**src/rtl/rcs_pkg.sv**
```systemverilog
package rcs_pkg;

  // ----------------------------------------
  // bus geometry and register map
  // ----------------------------------------
  localparam int ADDR_W = 12;
  localparam int DATA_W = 32;
  localparam int STRB_W = 4;

  // register indices; byte address is four times the index
  localparam logic [ADDR_W-1:0] CAUSE_IDX = 12'h08e;
  localparam logic [ADDR_W-1:0] ISTAT_IDX = 12'h090;
  localparam logic [ADDR_W-1:0] IMASK_IDX = 12'h091;
  localparam logic [ADDR_W-1:0] SEQ_IDX = 12'h092;
  localparam logic [ADDR_W-1:0] CAUSE_ADDR = {CAUSE_IDX[ADDR_W-3:0], 2'h0};
  localparam logic [ADDR_W-1:0] ISTAT_ADDR = {ISTAT_IDX[ADDR_W-3:0], 2'h0};
  localparam logic [ADDR_W-1:0] IMASK_ADDR = {IMASK_IDX[ADDR_W-3:0], 2'h0};
  localparam logic [ADDR_W-1:0] SEQ_ADDR = {SEQ_IDX[ADDR_W-3:0], 2'h0};

  localparam logic [1:0] RESP_OKAY = 2'h0;
  localparam logic [1:0] RESP_SLVERR = 2'h2;

  // ----------------------------------------
  // field positions
  // ----------------------------------------
  localparam int BOR_BIT = 0;
  localparam int POR_BIT = 1;
  localparam int PER_BIT = 2;
  localparam int MIRROR_BIT = 7;

  localparam int SEQ_HOLD_BIT = 0;
  localparam int SEQ_ST_LSB = 1;
  localparam int SEQ_PTD_BIT = 4;
  localparam int SEQ_BDE_BIT = 5;
  localparam int SEQ_OSC_LSB = 6;

  localparam int INT_W = 4;
  localparam int IRQ_BOR = 0;
  localparam int IRQ_POR = 1;
  localparam int IRQ_PER = 2;
  localparam int IRQ_DONE = 3;
  localparam logic [INT_W-1:0] ISTAT_RST = 4'h0;
  localparam logic [INT_W-1:0] IMASK_RST = 4'h0;

  // ----------------------------------------
  // timing
  // ----------------------------------------
  localparam int CLK_HZ = 40_000_000;
  localparam int PWRT_MS = 72;
  localparam int PWRT_CYC = PWRT_MS * (CLK_HZ / 1000);
  // one oscillator period taken as one core clock
  localparam int OST_TOSC = 1024;
  localparam int OST_CYC = OST_TOSC;
  localparam int CNT_W = 22;
  localparam logic [CNT_W-1:0] CNT_ONE = 22'h00_0001;
  localparam logic [CNT_W-1:0] CNT_ZERO = 22'h00_0000;

  // ----------------------------------------
  // types
  // ----------------------------------------
  localparam int EVT_W = 4;

  typedef enum logic [1:0] {
    LOW_POWER_OSC_MODE = 2'h0,
    CRYSTAL_OSC_MODE = 2'h1,
    HIGH_SPEED_OSC_MODE = 2'h2,
    RESISTOR_CAP_OSC_MODE = 2'h3
  } rcs_osc_mode_t;

  typedef enum logic [1:0] {
    SEQ_IDLE = 2'h0,
    SEQ_PWRT = 2'h1,
    SEQ_OST = 2'h2
  } rcs_seq_state_t;

  typedef struct packed {
    logic por;
    logic bor;
    logic parity;
    logic wake;
  } rcs_evt_t;

  typedef struct packed {
    logic parity_error_flag;
    logic por_flag;
    logic brownout_flag;
  } rcs_cause_t;

  localparam rcs_cause_t CAUSE_RST = '{
    parity_error_flag: 1'h1, por_flag: 1'h0, brownout_flag: 1'h0};

endpackage

```
**src/rtl/rcs_top.sv**
```systemverilog
`timescale 1ns/1ps
// Summary of operation
// (RL1) The reset cause register has four implemented bits, the rest read 0.
// (RL2) Bit 0 is the brown-out flag, software may write it at any time.
// (RL3) Software sets the brown-out flag and a brown-out reset clears it.
// (RL4) With brown-out detection off, brown-out events are ignored.
// (RL5) Bit 1 is cleared by power-on and kept through all other resets.
// (RL6) Software sets the power-on flag after each power-on reset.
// (RL7) Bit 2 is cleared by a parity error reset and set again by software.
// (RL8) A power-on reset forces the parity error flag to one.
// (RL9) Bit 7 reads back the parity check enable of the configuration word.
// (RL10) That mirror bit is untouched by any reset or interrupt.
// (RL11) Start-up delay follows oscillator mode, timer enable and source.
// (RL12) A parity failure resets and marks the parity error flag.
// (RL13) The power-up timer disable bit, when set, skips the 72 ms delay after power-on only.
module rcs_top #(
  parameter int unsigned PWRT_CYCLES = rcs_pkg::PWRT_CYC
) (
  input wire logic aclk,
  input wire logic aresetn,
  // axi4-lite write address
  input wire logic [rcs_pkg::ADDR_W-1:0] s_axi_awaddr,
  input wire logic s_axi_awvalid,
  output logic s_axi_awready,
  // write data
  input wire logic [rcs_pkg::DATA_W-1:0] s_axi_wdata,
  input wire logic [rcs_pkg::STRB_W-1:0] s_axi_wstrb,
  input wire logic s_axi_wvalid,
  output logic s_axi_wready,
  // write response
  output logic [1:0] s_axi_bresp,
  output logic s_axi_bvalid,
  input wire logic s_axi_bready,
  // read address
  input wire logic [rcs_pkg::ADDR_W-1:0] s_axi_araddr,
  input wire logic s_axi_arvalid,
  output logic s_axi_arready,
  // read data
  output logic [rcs_pkg::DATA_W-1:0] s_axi_rdata,
  output logic [1:0] s_axi_rresp,
  output logic s_axi_rvalid,
  input wire logic s_axi_rready,
  // reset source indications, asynchronous levels
  input wire logic por_req_async,
  input wire logic bor_req_async,
  input wire logic parity_err_async,
  input wire logic wake_async,
  // configuration word
  input wire logic parity_check_enable,
  input wire logic brownout_detect_enable,
  input wire logic powerup_timer_disable,
  input wire rcs_pkg::rcs_osc_mode_t osc_mode,
  // outputs
  output logic startup_hold,
  output logic irq
);

  // ----------------------------------------
  // source synchronisation
  // ----------------------------------------
  logic [rcs_pkg::EVT_W-1:0] evt_raw;
  logic [rcs_pkg::EVT_W-1:0] evt_rise_raw;
  rcs_pkg::rcs_evt_t evt_rise;

  assign evt_raw = {por_req_async, bor_req_async, parity_err_async,
                    wake_async};

  rcs_sync #(
    .W(rcs_pkg::EVT_W)
  ) u_sync (
    .aclk(aclk),
    .aresetn(aresetn),
    .din(evt_raw),
    .level(),
    .rise(evt_rise_raw)
  );

  assign evt_rise = rcs_pkg::rcs_evt_t'(evt_rise_raw);

  logic por_ev;
  logic bor_ev;
  logic par_ev;
  logic wake_ev;

  assign por_ev = evt_rise.por;
  assign bor_ev = evt_rise.bor & brownout_detect_enable; // [RL4]
  assign par_ev = evt_rise.parity & parity_check_enable; // [RL12]
  assign wake_ev = evt_rise.wake;

  // ----------------------------------------
  // start-up delay sequencer
  // ----------------------------------------
  localparam logic [rcs_pkg::CNT_W-1:0] PWRT_LOAD =
    rcs_pkg::CNT_W'(PWRT_CYCLES);
  localparam logic [rcs_pkg::CNT_W-1:0] OST_LOAD =
    rcs_pkg::CNT_W'(rcs_pkg::OST_CYC);

  rcs_pkg::rcs_seq_state_t seq_r;
  rcs_pkg::rcs_seq_state_t seq_nxt;
  logic is_rc;
  logic seq_idle;
  logic start_pwrt;
  logic start_ost;
  logic ost_after_pwrt;
  logic cnt_load;
  logic [rcs_pkg::CNT_W-1:0] cnt_val;
  logic cnt_done;
  logic seq_done_ev;

  assign is_rc = osc_mode == rcs_pkg::RESISTOR_CAP_OSC_MODE;
  assign seq_idle = seq_r == rcs_pkg::SEQ_IDLE;

  // brown-out always gets the timer; a new one restarts it
  assign start_pwrt = (por_ev & ~powerup_timer_disable) | bor_ev; // [RL13]
  // rc mode has no oscillator settle time at all
  assign start_ost = ~is_rc & ~start_pwrt &
                     ((por_ev & powerup_timer_disable) |
                      (wake_ev & seq_idle)); // [RL11]
  assign ost_after_pwrt = (seq_r == rcs_pkg::SEQ_PWRT) & cnt_done &
                          ~is_rc & ~start_pwrt & ~start_ost; // [RL11]

  always_comb begin
    seq_nxt = seq_r;
    if (start_pwrt) begin
      seq_nxt = rcs_pkg::SEQ_PWRT;
    end else if (start_ost) begin
      seq_nxt = rcs_pkg::SEQ_OST;
    end else begin
      case (seq_r)
        rcs_pkg::SEQ_PWRT: begin
          if (cnt_done) begin
            seq_nxt = is_rc ? rcs_pkg::SEQ_IDLE : rcs_pkg::SEQ_OST;
          end
        end
        rcs_pkg::SEQ_OST: begin
          if (cnt_done) begin
            seq_nxt = rcs_pkg::SEQ_IDLE;
          end
        end
        default: begin
          seq_nxt = rcs_pkg::SEQ_IDLE;
        end
      endcase
    end
  end

  assign cnt_load = start_pwrt | start_ost | ost_after_pwrt;
  assign cnt_val = start_pwrt ? PWRT_LOAD : OST_LOAD; // [RL11]
  assign seq_done_ev = ~seq_idle & (seq_nxt == rcs_pkg::SEQ_IDLE);

  rcs_delay_cnt u_delay (
    .aclk(aclk),
    .aresetn(aresetn),
    .load(cnt_load),
    .load_val(cnt_val),
    .done(cnt_done)
  );

  always_ff @(posedge aclk) begin
    if (!aresetn) begin
      seq_r <= rcs_pkg::SEQ_IDLE;
    end else begin
      seq_r <= seq_nxt;
    end
  end

  assign startup_hold = ~seq_idle;

  // ----------------------------------------
  // axi4-lite write path
  // ----------------------------------------
  logic aw_full_r;
  logic w_full_r;
  logic [rcs_pkg::ADDR_W-1:0] awaddr_r;
  logic [rcs_pkg::DATA_W-1:0] wdata_r;
  logic [rcs_pkg::STRB_W-1:0] wstrb_r;
  logic bvalid_r;
  logic [1:0] bresp_r;
  logic wr_fire;
  logic wsel_cause;
  logic wsel_istat;
  logic wsel_imask;
  logic wsel_hit;
  logic wr_cause;
  logic wr_istat;
  logic wr_imask;

  assign s_axi_awready = ~aw_full_r;
  assign s_axi_wready = ~w_full_r;
  assign wr_fire = aw_full_r & w_full_r & ~bvalid_r;

  assign wsel_cause = awaddr_r == rcs_pkg::CAUSE_ADDR;
  assign wsel_istat = awaddr_r == rcs_pkg::ISTAT_ADDR;
  assign wsel_imask = awaddr_r == rcs_pkg::IMASK_ADDR;
  // sequencer status is read only but answers okay
  assign wsel_hit = wsel_cause | wsel_istat | wsel_imask |
                    (awaddr_r == rcs_pkg::SEQ_ADDR);
  // all fields sit in byte lane 0
  assign wr_cause = wr_fire & wsel_cause & wstrb_r[0];
  assign wr_istat = wr_fire & wsel_istat & wstrb_r[0];
  assign wr_imask = wr_fire & wsel_imask & wstrb_r[0];

  always_ff @(posedge aclk) begin
    if (!aresetn) begin
      aw_full_r <= 1'h0;
      awaddr_r <= '0;
    end else if (s_axi_awvalid & ~aw_full_r) begin
      aw_full_r <= 1'h1;
      awaddr_r <= s_axi_awaddr;
    end else if (wr_fire) begin
      aw_full_r <= 1'h0;
    end
  end

  always_ff @(posedge aclk) begin
    if (!aresetn) begin
      w_full_r <= 1'h0;
      wdata_r <= '0;
      wstrb_r <= '0;
    end else if (s_axi_wvalid & ~w_full_r) begin
      w_full_r <= 1'h1;
      wdata_r <= s_axi_wdata;
      wstrb_r <= s_axi_wstrb;
    end else if (wr_fire) begin
      w_full_r <= 1'h0;
    end
  end

  always_ff @(posedge aclk) begin
    if (!aresetn) begin
      bvalid_r <= 1'h0;
      bresp_r <= rcs_pkg::RESP_OKAY;
    end else if (wr_fire) begin
      bvalid_r <= 1'h1;
      bresp_r <= wsel_hit ? rcs_pkg::RESP_OKAY : rcs_pkg::RESP_SLVERR;
    end else if (s_axi_bready) begin
      bvalid_r <= 1'h0;
    end
  end

  assign s_axi_bvalid = bvalid_r;
  assign s_axi_bresp = bresp_r;

  // ----------------------------------------
  // reset cause flags
  // ----------------------------------------
  // hardware events beat a software write in the same cycle
  rcs_pkg::rcs_cause_t cause_r;
  rcs_pkg::rcs_cause_t cause_nxt;
  logic w_bor;
  logic w_por;
  logic w_per;

  assign w_bor = wdata_r[rcs_pkg::BOR_BIT];
  assign w_por = wdata_r[rcs_pkg::POR_BIT];
  assign w_per = wdata_r[rcs_pkg::PER_BIT];

  assign cause_nxt.brownout_flag =
    bor_ev ? 1'h0 : // [RL3]
    wr_cause ? w_bor : cause_r.brownout_flag; // [RL2]
  assign cause_nxt.por_flag =
    por_ev ? 1'h0 : // [RL5]
    wr_cause ? w_por : cause_r.por_flag; // [RL6]
  assign cause_nxt.parity_error_flag =
    por_ev ? 1'h1 : // [RL8]
    par_ev ? 1'h0 : // [RL7]
    wr_cause ? w_per : cause_r.parity_error_flag;

  always_ff @(posedge aclk) begin
    if (!aresetn) begin
      cause_r <= rcs_pkg::CAUSE_RST;
    end else begin
      cause_r <= cause_nxt;
    end
  end

  // ----------------------------------------
  // interrupt status and mask
  // ----------------------------------------
  logic [rcs_pkg::INT_W-1:0] istat_r;
  logic [rcs_pkg::INT_W-1:0] imask_r;
  logic [rcs_pkg::INT_W-1:0] int_set;
  logic [rcs_pkg::INT_W-1:0] int_clr;

  always_comb begin
    int_set = '0;
    int_set[rcs_pkg::IRQ_BOR] = bor_ev;
    int_set[rcs_pkg::IRQ_POR] = por_ev;
    int_set[rcs_pkg::IRQ_PER] = par_ev;
    int_set[rcs_pkg::IRQ_DONE] = seq_done_ev;
  end

  assign int_clr = wr_istat ? wdata_r[rcs_pkg::INT_W-1:0] : '0;

  always_ff @(posedge aclk) begin
    if (!aresetn) begin
      istat_r <= rcs_pkg::ISTAT_RST;
      imask_r <= rcs_pkg::IMASK_RST;
    end else begin
      istat_r <= (istat_r & ~int_clr) | int_set;
      if (wr_imask) begin
        imask_r <= wdata_r[rcs_pkg::INT_W-1:0];
      end
    end
  end

  assign irq = |(istat_r & imask_r);

  // ----------------------------------------
  // axi4-lite read path
  // ----------------------------------------
  logic [rcs_pkg::DATA_W-1:0] cause_word;
  logic [rcs_pkg::DATA_W-1:0] seq_word;
  logic [rcs_pkg::DATA_W-1:0] rd_mux;
  logic rsel_cause;
  logic rsel_istat;
  logic rsel_imask;
  logic rsel_seq;
  logic rsel_hit;
  logic rvalid_r;
  logic [rcs_pkg::DATA_W-1:0] rdata_r;
  logic [1:0] rresp_r;

  always_comb begin
    cause_word = '0; // [RL1]
    cause_word[rcs_pkg::BOR_BIT] = cause_r.brownout_flag;
    cause_word[rcs_pkg::POR_BIT] = cause_r.por_flag;
    cause_word[rcs_pkg::PER_BIT] = cause_r.parity_error_flag;
    // live mirror, no flop to reset [RL10]
    cause_word[rcs_pkg::MIRROR_BIT] = parity_check_enable; // [RL9]
  end

  always_comb begin
    seq_word = '0;
    seq_word[rcs_pkg::SEQ_HOLD_BIT] = startup_hold;
    seq_word[rcs_pkg::SEQ_ST_LSB +: 2] = seq_r;
    seq_word[rcs_pkg::SEQ_PTD_BIT] = powerup_timer_disable;
    seq_word[rcs_pkg::SEQ_BDE_BIT] = brownout_detect_enable;
    seq_word[rcs_pkg::SEQ_OSC_LSB +: 2] = osc_mode;
  end

  assign rsel_cause = s_axi_araddr == rcs_pkg::CAUSE_ADDR;
  assign rsel_istat = s_axi_araddr == rcs_pkg::ISTAT_ADDR;
  assign rsel_imask = s_axi_araddr == rcs_pkg::IMASK_ADDR;
  assign rsel_seq = s_axi_araddr == rcs_pkg::SEQ_ADDR;
  assign rsel_hit = rsel_cause | rsel_istat | rsel_imask | rsel_seq;

  assign rd_mux =
    rsel_cause ? cause_word :
    rsel_istat ? {{(rcs_pkg::DATA_W - rcs_pkg::INT_W){1'h0}}, istat_r} :
    rsel_imask ? {{(rcs_pkg::DATA_W - rcs_pkg::INT_W){1'h0}}, imask_r} :
    rsel_seq ? seq_word : '0;

  assign s_axi_arready = ~rvalid_r;

  always_ff @(posedge aclk) begin
    if (!aresetn) begin
      rvalid_r <= 1'h0;
      rdata_r <= '0;
      rresp_r <= rcs_pkg::RESP_OKAY;
    end else if (s_axi_arvalid & ~rvalid_r) begin
      rvalid_r <= 1'h1;
      rdata_r <= rd_mux;
      rresp_r <= rsel_hit ? rcs_pkg::RESP_OKAY : rcs_pkg::RESP_SLVERR;
    end else if (s_axi_rready) begin
      rvalid_r <= 1'h0;
    end
  end

  assign s_axi_rvalid = rvalid_r;
  assign s_axi_rdata = rdata_r;
  assign s_axi_rresp = rresp_r;

endmodule

```
**src/rtl/rcs_sync.sv**
```systemverilog
`timescale 1ns/1ps
module rcs_sync #(
  parameter int W = 4
) (
  input wire logic aclk,
  input wire logic aresetn,
  input wire logic [W-1:0] din,
  output logic [W-1:0] level,
  output logic [W-1:0] rise
);

  // ----------------------------------------
  // three stages, accept when last two agree
  // ----------------------------------------
  logic [W-1:0] s1_r;
  logic [W-1:0] s2_r;
  logic [W-1:0] s3_r;
  logic [W-1:0] lvl_r;
  logic [W-1:0] lvl_nxt;
  logic [W-1:0] rise_r;

  // stage one feeds stage two only
  assign lvl_nxt = (s2_r & s3_r) | (lvl_r & (s2_r | s3_r));

  always_ff @(posedge aclk) begin
    if (!aresetn) begin
      s1_r <= '0;
      s2_r <= '0;
      s3_r <= '0;
      lvl_r <= '0;
      rise_r <= '0;
    end else begin
      s1_r <= din;
      s2_r <= s1_r;
      s3_r <= s2_r;
      lvl_r <= lvl_nxt;
      rise_r <= lvl_nxt & ~lvl_r;
    end
  end

  assign level = lvl_r;
  assign rise = rise_r;

endmodule

```
**src/rtl/rcs_delay_cnt.sv**
```systemverilog
`timescale 1ns/1ps
module rcs_delay_cnt (
  input wire logic aclk,
  input wire logic aresetn,
  input wire logic load,
  input wire logic [rcs_pkg::CNT_W-1:0] load_val,
  output logic done
);

  // ----------------------------------------
  // down counter, reload restarts the delay
  // ----------------------------------------
  logic [rcs_pkg::CNT_W-1:0] cnt_r;
  logic [rcs_pkg::CNT_W-1:0] cnt_nxt;
  logic running;

  assign running = cnt_r != rcs_pkg::CNT_ZERO;
  assign cnt_nxt = load ? load_val :
                   running ? cnt_r - rcs_pkg::CNT_ONE : cnt_r;

  always_ff @(posedge aclk) begin
    if (!aresetn) begin
      cnt_r <= rcs_pkg::CNT_ZERO;
    end else begin
      cnt_r <= cnt_nxt;
    end
  end

  // last cycle of the delay
  assign done = cnt_r == rcs_pkg::CNT_ONE;

endmodule

```
**config.mk**
```make
export PLATFORM = sky130hd
export DESIGN_NAME = rcs_top
export DESIGN_NICKNAME = d
export VERILOG_FILES = /design/src/rtl/rcs_pkg.sv /design/src/rtl/rcs_top.sv /design/src/rtl/rcs_sync.sv /design/src/rtl/rcs_delay_cnt.sv
export SDC_FILE = /design/constraint.sdc
export NUM_CORES = 1
export LEC_CHECK = 0
export BUFFER_PORTS_ARGS = -buffer_cell sky130_fd_sc_hd__buf_2
export CAP_MARGIN = 10
export CORE_ASPECT_RATIO = 2
export CORE_MARGIN = 2
export CORE_UTILIZATION = 50
export CTS_CLUSTER_SIZE = 28
export DETAILED_ROUTE_END_ITERATION = 10
export PLACE_DENSITY_LB_ADDON = 0.12
export SLEW_MARGIN = 20
export SYNTH_ARGS = -nofsm -noshare
export SYNTH_HDL_FRONTEND = slang
export SYNTH_SLANG_ARGS = --single-unit
```
**constraint.sdc**
```tcl
create_clock -name aclk -period 2.8 [get_ports aclk]
set_input_delay 0.28 -clock aclk [delete_from_list [all_inputs] [get_ports aclk]]
set_output_delay 0.28 -clock aclk [all_outputs]
set_load 0.005 [all_outputs]
```
==> impl_metrics.csv <==
group,metric,value,unit
global_route,grt_antenna_before_repair,0,
logic_synthesis,synthArstFlopShare,0,
logic_synthesis,synth_area_per_cell,8.68,um^2
floorplan,pin_count,119,
floorplan,fp.dieW,68.1,um
logic_synthesis,synth_common_cells,"86 x dfxtp_1, 56 x nand2_1, 28 x nor2_1",
drt,wl_per_cell,15.0,um
timing,period_share,0.894,
clock_network,cts_tree,"done",
timing,fin_setup_tns,0,ns
worst_setup_path,critPathLaunchType,"flip-flop",
drt,detail_route.iter0.violations,177,
final_layout,multi_input_area,2160,um^2
logic_synthesis,synth_seq_cells,86,
pwr,power_density,900,nW/um^2
timing,timing.fmax,399,MHz
logic_synthesis,ys_types,51,
clock_network,cts-buffers-inserted,9,
drt,ant_nets,0,
worst_setup_path,end_kind,"flip-flop",
timing,setup-violations-final,0,
timing,maxSlewViolCount,0,
logic_synthesis,yosysWarnings,0,
worst_setup_path,critical_path_arrival,2.72,ns
drt,totalWireLength,9560,um
clock_network,cts_repair_resize_count,0,
floorplan,die_h,132,um
logic_synthesis,ys_top_cells_by_area,"dfxtp_1 42%, nand2_1 5.1%, buf_4 4.8%, mux2i_1 4.4%, a21boi_0 4.2%",
final_layout,diodes,0,
final_layout,fillCellCount,749,
clock_network,cts_sinks,86,
logic_synthesis,synth_top_area_frac,0.420,
clock_network,hold_buffers,0,
worst_setup_path,cp.required,3.02,ns
pwr,p_leak,0.00196,uW
floorplan,start_util,0.517,
logic_synthesis,yosysSeqAreaShare,0.420,
logic_synthesis,yosysMostFrequentCell,"dfxtp_1",
global_route,grt_usage,0.231,
worst_hold_path,hold_path_class,"primary input to flip-flop",
timing,rsz0062_at_grt,"no",
global_route,grt_pass1_vias,3415,
place,port_buffers,61,
worst_setup_path,path_max_fanout,11,
timing,fin_skew,0.00612,ns
worst_setup_path,path_class,"flip-flop to flip-flop",
floorplan,rows,46,
final_layout,drive_gt1_frac,0.185,
clock_network,cts_setup_buffers,0,
timing,tightest_slew,0.895,ns
logic_synthesis,synth_area_leader_cell,"dfxtp_1",
drt,viasPerCell,5.49,
global_route,gr-total-overflow,0,
timing,min_period,2.50,ns
timing,final_hold_viol_count,0,
final_layout,final_nets,618,
place,gp_congestion,0.881,
clock_network,cts_buffer_depth,2,
global_route,grt_pass1_wl,15800,um
drt,num_vias,3500,
place,dpl.hpwl,7450,um
clock_network,htree_levels,3,
final_layout,seq_area,1720,um^2
final_layout,area_delta_synth_final,14.9,%
status,status,"finished, final reports clean",
logic_synthesis,synthesis.area,4100,um^2
timing,slew_headroom,0.400,
floorplan,dieArea,8990,um^2
logic_synthesis,synth_cells,473,
drt,drcViolationCount,0,
logic_synthesis,synth_edf_count,0,
logic_synthesis,synth_ff_type,"dfxtp_1",
drt,firstDrtPassIters,6,
clock_network,cts-root-buf,"clkbuf_16",
clock_network,clk_pin_slew_worst_paths,0.06,ns
clock_network,clkLatencyLatePin,0.34,ns
final_layout,final_util,0.594,
flow_run,cap_viol_max_count,0,
global_route,grt_max_degree,62,
floorplan,core-area,7940,um^2
pwr,ir_worst_vdd,0.000468,V
[worst paths after layout]
path / start / depth (start not counted) / to / slack (ns)
setup / recovery: u_delay.cnt_r[5]$_SDFFE_PN0P_ / 6 / u_delay.cnt_r[13]$_SDFFE_PN0P_ / 0.30
hold / removal: wake_async / 2 / u_sync.s1_r[0]$_SDFF_PN0_ / 0.14
setup reg to reg: u_delay.cnt_r[5]$_SDFFE_PN0P_ / 6 / u_delay.cnt_r[13]$_SDFFE_PN0P_ / 0.30
hold reg to reg: u_sync.s1_r[2]$_SDFF_PN0_ / 1 / u_sync.s2_r[2]$_SDFF_PN0_ / 0.44
[cells by family after synthesis]
group | synth area share
flip-flops | 0.420
AND/OR/NAND/NOR | 0.273
AO/OA/AOI/OAI | 0.151
multiplexers | 0.0439
other | 0.000914
adder cells (fa/ha/maj) | 0.0183
XOR/XNOR | 0.0171
buffers and inverters | 0.0765
[per-stage QoR]
step	hold slack, ns	setup WS (ns)	instance area (um^2)	total power [uW]	std cells
2_1_floorplan	0.396	0.480	4200	2720	498
3_3_place_gp	0.414	0.354	4420	3070	621
3_5_place_dp	0.423	0.321	4420	3100	621
4_1_cts	0.136	0.310	4720	4250	637
5_1_grt	0.149	0.167	4720	4530	637
6_report	0.143	0.297	4720	4250	637
[critical path: stages (launching register included)]
cell and delay (ns):
dfxtp_1 0.37, or3_1 0.53, or4_4 0.63, nor4_2 0.26
buf_4 0.22, nand2b_1 0.29, nor2_1 0.08
[layout by cell type (no fill, tap or decap), types with 3 or more instances in the layout]
master | Yosys | layout
nor3_1 | 10 | 10
nand3b_1 | 4 | 4
a22oi_1 | 6 | 6
nand3_1 | 10 | 10
ha_1 | 6 | 6
buf_4 | 26 | 9
a31oi_1 | 5 | 5
or2_2 | 3 | 3
buf_2 | 2 | 61
clkbuf_16 | 0 | 9
o31ai_1 | 3 | 3
nor4b_1 | 5 | 5
a21oi_1 | 20 | 20
conb_1 | 1 | 26
mux2i_1 | 18 | 18
xnor2_1 | 4 | 4
nand2_1 | 56 | 56
xor2_1 | 4 | 4
nand2b_1 | 8 | 8
and2_1 | 16 | 16
nor4_1 | 15 | 15
o31a_1 | 3 | 3
nand4_1 | 4 | 4
nor2b_1 | 17 | 17
or3_1 | 6 | 6
and3b_1 | 5 | 5
or4_4 | 3 | 3
dfxtp_1 | 86 | 86
o21ai_0 | 21 | 21
a21boi_0 | 23 | 23
inv_1 | 12 | 12
nor2_1 | 28 | 28
or4_1 | 6 | 6
or3b_2 | 3 | 3
[layout make-up]
class / instances / area share
repair buffers: 70 / 0.0791
clock buffers: 11 / 0.0536
well taps: 96 / 0.0255
multi-input cells: 357 / 0.458
flip-flops and latches: 86 / 0.365
inverters: 12 / 0.00955
clock inverters: 5 / 0.00876
[sequential cells by signal (all words and copies together), names as in the netlist, 2 cells and up]
name / count
awaddr_r: 12
cause_r: 3
imask_r: 4
istat_r: 4
s_axi_rdata: 8
seq_r: 2
u_delay.cnt_r: 22
u_sync.level: 4
u_sync.rise: 4
u_sync.s1_r: 4
u_sync.s2_r: 4
u_sync.s3_r: 4
wdata_r: 4
[report_power, final]
group / total (uW) / switching, uW / leakage (uW) / internal (uW)
registers: 1580 / 189 / 0.000702 / 1390
logic: 1510 / 856 / 0.00112 / 657
clock network: 1160 / 498 / 0.000139 / 657
total: 4250 / 1540 / 0.00196 / 2700
[layer usage]
layer | vias to the layer above | GRT usage | wire length, um | share of wire
met5 | - | 0 | 0 | 0
met4 | 0 | 0.146 | 421 | 0.044
met3 | 28 | 0.0436 | 311 | 0.033
met2 | 80 | 0.414 | 5500 | 0.58
met1 | 1645 | 0.227 | 3320 | 0.35
li1 | 1747 | - | - | -
(Power assumes the default switching activity.)
